$ cat src/rom_lock_pkg.sv
// Package of constants for the ROM security-lock block.
package rom_lock_pkg;

  localparam int ADDR_W = 16;
  localparam logic [15:0] USER_END_ADDR = 16'h7fff;
  localparam logic [15:0] KEY_BASE_ADDR = 16'h8000;
  localparam logic [15:0] KEY_END_ADDR = 16'h803f;
  localparam logic [15:0] SECURITY_ADDR = 16'h8040;
  localparam int KEY_BYTES = 64;
  localparam logic [7:0] KEY_BLANK = 8'hff;
  localparam int SEC_BIT1_POS = 0;
  localparam int SEC_BIT2_POS = 1;
  localparam logic SEC_ENABLED = 1'b0;

  typedef enum logic [1:0] {
    ST_FETCH = 2'b00,
    ST_WAIT = 2'b01,
    ST_RUN = 2'b10
  } lock_state_t;

endpackage

$ cat src/rom_security_lock.sv
// ROM security lock: reset-time decode of the security byte and access gating.
//
// Overview of operation
// - Security bit one blocks external table reads.
// - Bit one latches access select at reset.
// - Security bit two refuses user-ROM verify.
// - Bit two acts only with bit one.
// - Security bits are active low.
// - 64 key bytes; FFH means no encryption.
// - Fixed layout of code, key, security byte.
// - Non-blank key encrypts verify data.
`timescale 1ns/1ps

module rom_security_lock #(
  parameter int ADDR_W = rom_lock_pkg::ADDR_W
) (
  // Clock and reset
  input wire logic core_clk,
  input wire logic rst_n,
  // Boot-time ROM read port
  output logic [ADDR_W-1:0] boot_addr,
  input wire logic [7:0] boot_data,
  output logic boot_busy,
  // External access select pin
  input wire logic external_access_select,
  output logic access_select_eff,
  // Table read request from the core
  input wire logic table_read_req,
  input wire logic table_read_from_ext,
  input wire logic [7:0] table_rom_data,
  output logic table_read_blocked,
  output logic [7:0] table_read_data,
  // Verify mode request
  input wire logic verify_req,
  input wire logic [7:0] verify_rom_data,
  input wire logic [5:0] verify_key_idx,
  output logic verify_refused,
  output logic [7:0] verify_data,
  // Decoded protection status
  output logic lock_table_read,
  output logic lock_verify,
  output logic key_present
);

  rom_lock_pkg::lock_state_t state_reg, state_next;
  logic [ADDR_W-1:0] addr_reg;
  logic sec1_reg, sec2_reg, key_reg;
  logic [7:0] key_mem [rom_lock_pkg::KEY_BYTES];
  logic [2:0] ea_sync_reg;
  logic ea_hold_reg;
  logic [7:0] tdata_reg, vdata_reg;

  // Both security bits share one decode, so polarity lives in a single place.
  function automatic logic sec_bit_on(input logic [7:0] b, input int pos);
    return b[pos] == rom_lock_pkg::SEC_ENABLED;
  endfunction

  // The ROM answers one cycle after the address, so each byte is sampled in ST_WAIT.
  wire logic in_key = (addr_reg >= ADDR_W'(rom_lock_pkg::KEY_BASE_ADDR))
                   && (addr_reg <= ADDR_W'(rom_lock_pkg::KEY_END_ADDR));
  wire logic at_sec = addr_reg == ADDR_W'(rom_lock_pkg::SECURITY_ADDR);
  wire logic [5:0] key_idx = 6'(addr_reg - ADDR_W'(rom_lock_pkg::KEY_BASE_ADDR));
  wire logic sample = state_reg == rom_lock_pkg::ST_WAIT;
  wire logic sec1_on = sec_bit_on(boot_data, rom_lock_pkg::SEC_BIT1_POS);
  wire logic sec2_on = sec_bit_on(boot_data, rom_lock_pkg::SEC_BIT2_POS);
  wire logic ea_stable = ea_sync_reg[1] == ea_sync_reg[2];
  wire logic running = state_reg == rom_lock_pkg::ST_RUN;

  always_comb begin
    state_next = state_reg;
    unique case (state_reg)
      rom_lock_pkg::ST_FETCH: state_next = rom_lock_pkg::ST_WAIT;
      rom_lock_pkg::ST_WAIT: state_next = at_sec ? rom_lock_pkg::ST_RUN
                                                 : rom_lock_pkg::ST_FETCH;
      rom_lock_pkg::ST_RUN: state_next = rom_lock_pkg::ST_RUN;
      default: state_next = rom_lock_pkg::ST_FETCH;
    endcase
  end

  // Walk the key bytes and then the security byte once after reset.
  always_ff @(posedge core_clk) begin
    if (!rst_n) begin
      state_reg <= rom_lock_pkg::ST_FETCH;
      addr_reg <= ADDR_W'(rom_lock_pkg::KEY_BASE_ADDR);
    end else begin
      state_reg <= state_next;
      if (sample && !at_sec) begin
        addr_reg <= addr_reg + 1'b1;
      end
    end
  end

  // Decoded controls change only during the boot walk and then hold until reset.
  always_ff @(posedge core_clk) begin
    if (!rst_n) begin
      sec1_reg <= 1'b0;
      sec2_reg <= 1'b0;
      key_reg <= 1'b0;
    end else if (sample) begin
      if (at_sec) begin
        sec1_reg <= sec1_on;
        sec2_reg <= sec1_on && sec2_on;
      end else if (in_key && boot_data != rom_lock_pkg::KEY_BLANK) begin
        key_reg <= 1'b1;
      end
    end
  end

  always_ff @(posedge core_clk) begin
    if (sample && in_key) begin
      key_mem[key_idx] <= boot_data;
    end
  end

  // The pin is synchronised; the held copy is taken as the boot walk finishes.
  always_ff @(posedge core_clk) begin
    if (!rst_n) begin
      ea_sync_reg <= 3'h0;
      ea_hold_reg <= 1'b0;
    end else begin
      ea_sync_reg <= {ea_sync_reg[1:0], external_access_select};
      if (!running && ea_stable) begin
        ea_hold_reg <= ea_sync_reg[2];
      end
    end
  end

  // With bit one set the held level wins, so later pin changes are ignored.
  assign access_select_eff = sec1_reg ? ea_hold_reg : ea_sync_reg[2];

  wire logic tblock = table_read_req && table_read_from_ext && (sec1_reg || !running);
  wire logic vrefuse = verify_req && (sec2_reg || !running);

  // Encryption is a per-byte XNOR with the key; a blank key leaves data plain.
  wire logic [7:0] venc = key_reg ? ~(verify_rom_data ^ key_mem[verify_key_idx])
                                  : verify_rom_data;

  always_ff @(posedge core_clk) begin
    if (!rst_n) begin
      tdata_reg <= 8'h00;
      vdata_reg <= 8'h00;
    end else begin
      if (table_read_req) begin
        tdata_reg <= tblock ? 8'h00 : table_rom_data;
      end
      if (verify_req) begin
        vdata_reg <= vrefuse ? 8'h00 : venc;
      end
    end
  end

  assign boot_addr = addr_reg;
  assign boot_busy = !running;
  assign table_read_blocked = tblock;
  assign table_read_data = tdata_reg;
  assign verify_refused = vrefuse;
  assign verify_data = vdata_reg;
  assign lock_table_read = sec1_reg;
  assign lock_verify = sec2_reg;
  assign key_present = key_reg;

endmodule

$ cat config.mk
export PLATFORM = sky130hd
export DESIGN_NAME = rom_security_lock
export DESIGN_NICKNAME = d
export VERILOG_FILES = /design/src/rom_lock_pkg.sv /design/src/rom_security_lock.sv
export SDC_FILE = /design/constraint.sdc
export NUM_CORES = 1
export LEC_CHECK = 0
export ABC_AREA = 1
export BUFFER_PORTS_ARGS = -buffer_cell sky130_fd_sc_hd__buf_2
export CAP_MARGIN = 10
export CORE_AREA = 2 2 229 231
export CTS_BUF_LIST = sky130_fd_sc_hd__clkbuf_4 sky130_fd_sc_hd__clkbuf_8
export DETAILED_ROUTE_END_ITERATION = 8
export DIE_AREA = 0 0 231 233
export HOLD_SLACK_MARGIN = 0.08
export PLACE_DENSITY_LB_ADDON = 0.3
export SLEW_MARGIN = 25
export SYNTH_ARGS = -nofsm -noshare
export SYNTH_HDL_FRONTEND = slang
export SYNTH_SLANG_ARGS = --single-unit
$ cat constraint.sdc
create_clock -name core_clk -period 2.63 [get_ports core_clk]
set_clock_uncertainty 0.05 [all_clocks]
set_input_delay 0 -clock core_clk [delete_from_list [all_inputs] [get_ports core_clk]]
set_output_delay 0 -clock core_clk [all_outputs]
set_load 0.03 [all_outputs]
==> flow_metrics.py <==
metrics = {
    "route": {
        "first_pass_iters": 5,
        "postRouteAntennaNets": 0,
        "wire_per_inst_um": 20.3,
        "route.detailed.drc": 0,
        "wl_mm": 61.7,
        "drt_iter0_markers": 1722,
        "via_per_inst": 5.42,
        "num_vias": 16500,
    },
    "placement": {
        "routabilityCongestion": 0.884,
        "post-place-ws_ps": 261,
        "hpwlAfterDp_mm": 38.6,
        "place.port_buffers": 74,
    },
    "cts": {
        "cts_root_buf": "clkbuf_8",
        "cts_tree": "done",
        "postCtsSetupBuffers": 0,
        "htree_levels": 3,
        "cts_made_buffers": 89,
        "clkSinkCount": 553,
        "clk_pin_slew_ps": 60,
        "clk-insertion-delay-late_ps": 670,
        "clk_path_buf_depth": 3,
    },
    "die": {
        "fp.dieH_um": 233,
        "dieArea_um2": 53800,
        "placementRows": 83,
        "core_area_um2": 51100,
        "start_util_pct": 44.7,
        "die_w_um": 231,
        "pin_count": 75,
    },
    "global_routing": {
        "grt_max_degree": 129,
        "overflow": 0,
        "antenna_found_initial": 3,
        "grt_util_all_layers_pct": 23.2,
        "grt_pass1_wl_mm": 94.4,
        "grt_pass1_vias": 15900,
    },
    "yosys": {
        "synth_xor_area_share_pct": 0.0766,
        "synth_top_family_by_area": "simple AND/OR/NAND/NOR gates",
        "ys_warn_count": 0,
        "synth_area_per_cell_um2": 11.1,
        "synthMuxAreaShare_pct": 0.0493,
        "syn_nets": 2092,
        "synth_simple_gate_area_share_pct": 23.9,
        "synth_fa_ha_area_share_pct": 0.109,
        "ys_ff_latch": 553,
        "yosysUniqueCellTypes": 36,
        "yosysSeqAreaShare_pct": 70.8,
        "synthesis.area_um2": 22900,
        "netlist_instances": 2054,
        "synth_compound_area_share_pct": 1.47,
    },
    "sta": {
        "report.final.slew_viol_count": 0,
        "period_needed_ps": 2400,
        "finalHoldViolations": 0,
        "timing.final.ws_setup_ps": 234,
        "worstMarginPinSlew_ps": 796,
        "slew_headroom_pct": 46.6,
        "max_freq_mhz": 417,
        "fin_crit_sh_pct": 91.1,
        "setup_viol": 0,
        "grt_setup_unrepaired": "false",
    },
    "critical_path": {
        "crit_type": "flop to flop",
        "arrival_ps": 2930,
        "critPathSlowestCell": "dlygate4sd3_1",
        "reg2reg_slack_ps": 230,
        "worstPathCellList": "nand2_1, nand3_1, nand3_1, nand2_1, nand2_1, nand3_1, nand3_1, nand3_1, nand2_1, dlygate4sd3_1, nand3_1, a21oi_1",
        "reg2regPathDepth": 12,
        "startpoint": "key_mem[55][0]$_DFFE_PP_",
        "rr_endpoint": "verify_data[0]$_SDFFE_PN0P_",
        "crit_fanout": 2,
        "cp_common_cell": "nand3_1",
        "reg2reg_from": "key_mem[55][0]$_DFFE_PP_",
        "cp_slowest_stage_delay_ps": 550,
        "cp.required_ps": 3160,
        "end_kind": "flop",
        "cp-start-kind": "flop",
    },
    "power": {
        "power_density_nw_per_um2": 695,
        "ir_drop_mv": 0.377,
        "p_leak_uw": 0.0102,
    },
    "run_status": {
        "status": "finished clean",
    },
    "hold_path": {
        "min_path_type": "primary input to flop",
        "hold_end": "verify_data[4]$_SDFFE_PN0P_",
        "holdPathStages": 6,
        "hp-start": "verify_key_idx[4]",
    },
    "finish": {
        "drive_above_1_share_pct": 15.7,
        "largest_register_ffs": 512,
        "nets": 2315,
        "area_growth_pct": 18.5,
        "fin_util_pct": 53.0,
        "largest-register": "key_mem",
    },
    "run": {
        "drv_cap": 0,
    },
}
[synth_stat cells, drive strengths merged]
| cell | instances | share of area [%] |
|---|---|---|
| a221oi | 1 | 0.066 |
| nand4 | 22 | 0.63 |
| a21oi | 26 | 0.57 |
| mux2 | 1 | 0.049 |
| a21o | 1 | 0.033 |
| clkbuf | 41 | 0.68 |
| clkinv | 4 | 0.066 |
| nor3 | 12 | 0.36 |
| o21ai | 20 | 0.44 |
| xor2 | 2 | 0.077 |
| o211ai | 2 | 0.066 |
| nand2 | 686 | 11 |
| nor4 | 7 | 0.19 |
| a211oi | 8 | 0.26 |
| ha | 2 | 0.11 |
| or2 | 1 | 0.027 |
| edfxtp | 512 | 67 |
| o21a | 1 | 0.033 |
| inv | 56 | 0.92 |
| buf | 79 | 1.9 |
| nor2 | 70 | 1.3 |
| dfxtp | 41 | 3.6 |
| nand3 | 459 | 10 |
[how the worst max path moves through the flow]
stage | to | depth (start not counted)
after floorplan | key_mem[12][0]$_DFFE_PP_ | 7
after global placement | key_mem[9][0]$_DFFE_PP_ | 8
after detailed placement | key_mem[8][1]$_DFFE_PP_ | 8
after CTS | key_mem[8][5]$_DFFE_PP_ | 8
after global routing | verify_data[3]$_SDFFE_PN0P_ | 12
final | verify_data[0]$_SDFFE_PN0P_ | 12
[power by group]
group	internal, uW	total [uW]	leakage (uW)	switching, uW
registers	9630	9660	0.00494	24.4
clock network	4550	7880	0.000997	3330
logic	376	1280	0.00422	904
[repair_timing]
action,in CTS,in global routing
setup endpoints to repair,0,49
hold endpoints to repair,387,0
gates resized for setup,0,2
hold buffers,54,0
[cells by family after synthesis]
group,Yosys count
xor+xnor,2
mux,1
flops,553
compound gates,59
buf+inv,180
simple gates,1257
fa+ha+maj,2
[routing by layer]
metal / part of all wire, % / vias up / GRT usage (%)
li1: - / 7651 / -
met1: 43 / 7946 / 31.9
met2: 46 / 748 / 36.4
met3: 8.7 / 103 / 4.91
met4: 3.0 / 2 / 8.83
met5: 0.021 / - / 0
[metrics by stage]
stage                     TNS (ps)  hold slack, ps  cells  total power [uW]  instance area [um2]
after global placement           0             139   2812             11000                24600
final                            0             196   3034             18800                27100
after detailed placement         0             144   2812             11000                24600
after floorplan               -457            47.6   2054             10500                22900
after CTS                        0             127   3031             18900                27100
after global routing             0             208   3032             19400                27100
[worst max-delay path, delay by kind of cell, from the launching register on]
family	cells	cell delay [ps]
flip-flops	1	370
AO/OA/AOI/OAI	1	170
buffers and inverters	1	550
AND/OR/NAND/NOR	10	1180
[cells in the final DEF (no fill, tap or decap), types with 3 or more instances in the layout]
| master | netlist | routed |
|---|---|---|
| nor4_1 | 7 | 7 |
| bufinv_16 | 0 | 8 |
| a21oi_1 | 26 | 26 |
| o21ai_0 | 17 | 17 |
| inv_2 | 8 | 7 |
| nor2_1 | 66 | 66 |
| a211oi_1 | 8 | 8 |
| edfxtp_1 | 512 | 512 |
| nand2_4 | 3 | 3 |
| diode_2 | 0 | 3 |
| inv_1 | 48 | 47 |
| clkinv_1 | 4 | 24 |
| nand3_2 | 1 | 3 |
| clkinvlp_4 | 0 | 4 |
| buf_2 | 51 | 72 |
| nor2_4 | 3 | 3 |
| clkinv_2 | 0 | 8 |
| nand3_1 | 458 | 456 |
| nor3_1 | 10 | 10 |
| dlygate4sd3_1 | 0 | 54 |
| buf_12 | 0 | 13 |
| o21ai_1 | 3 | 3 |
| nand2_1 | 682 | 682 |
| buf_4 | 15 | 112 |
| clkbuf_8 | 0 | 95 |
| clkbuf_4 | 0 | 30 |
| nand4_1 | 21 | 21 |
| dfxtp_1 | 41 | 41 |
[layout make-up]
type / instances / area (um2)
Inverter: 60 / 233
Clock inverter: 40 / 385
Sequential cell: 553 / 16200
Multi-Input combinational cell: 1321 / 5870
Tap cell: 680 / 851
Antenna cell: 3 / 7.51
Fill cell: 4388 / 24000
Timing Repair Buffer: 252 / 2010
Clock buffer: 125 / 1530
No activity file was read; power rests on OpenSTA's default activity.
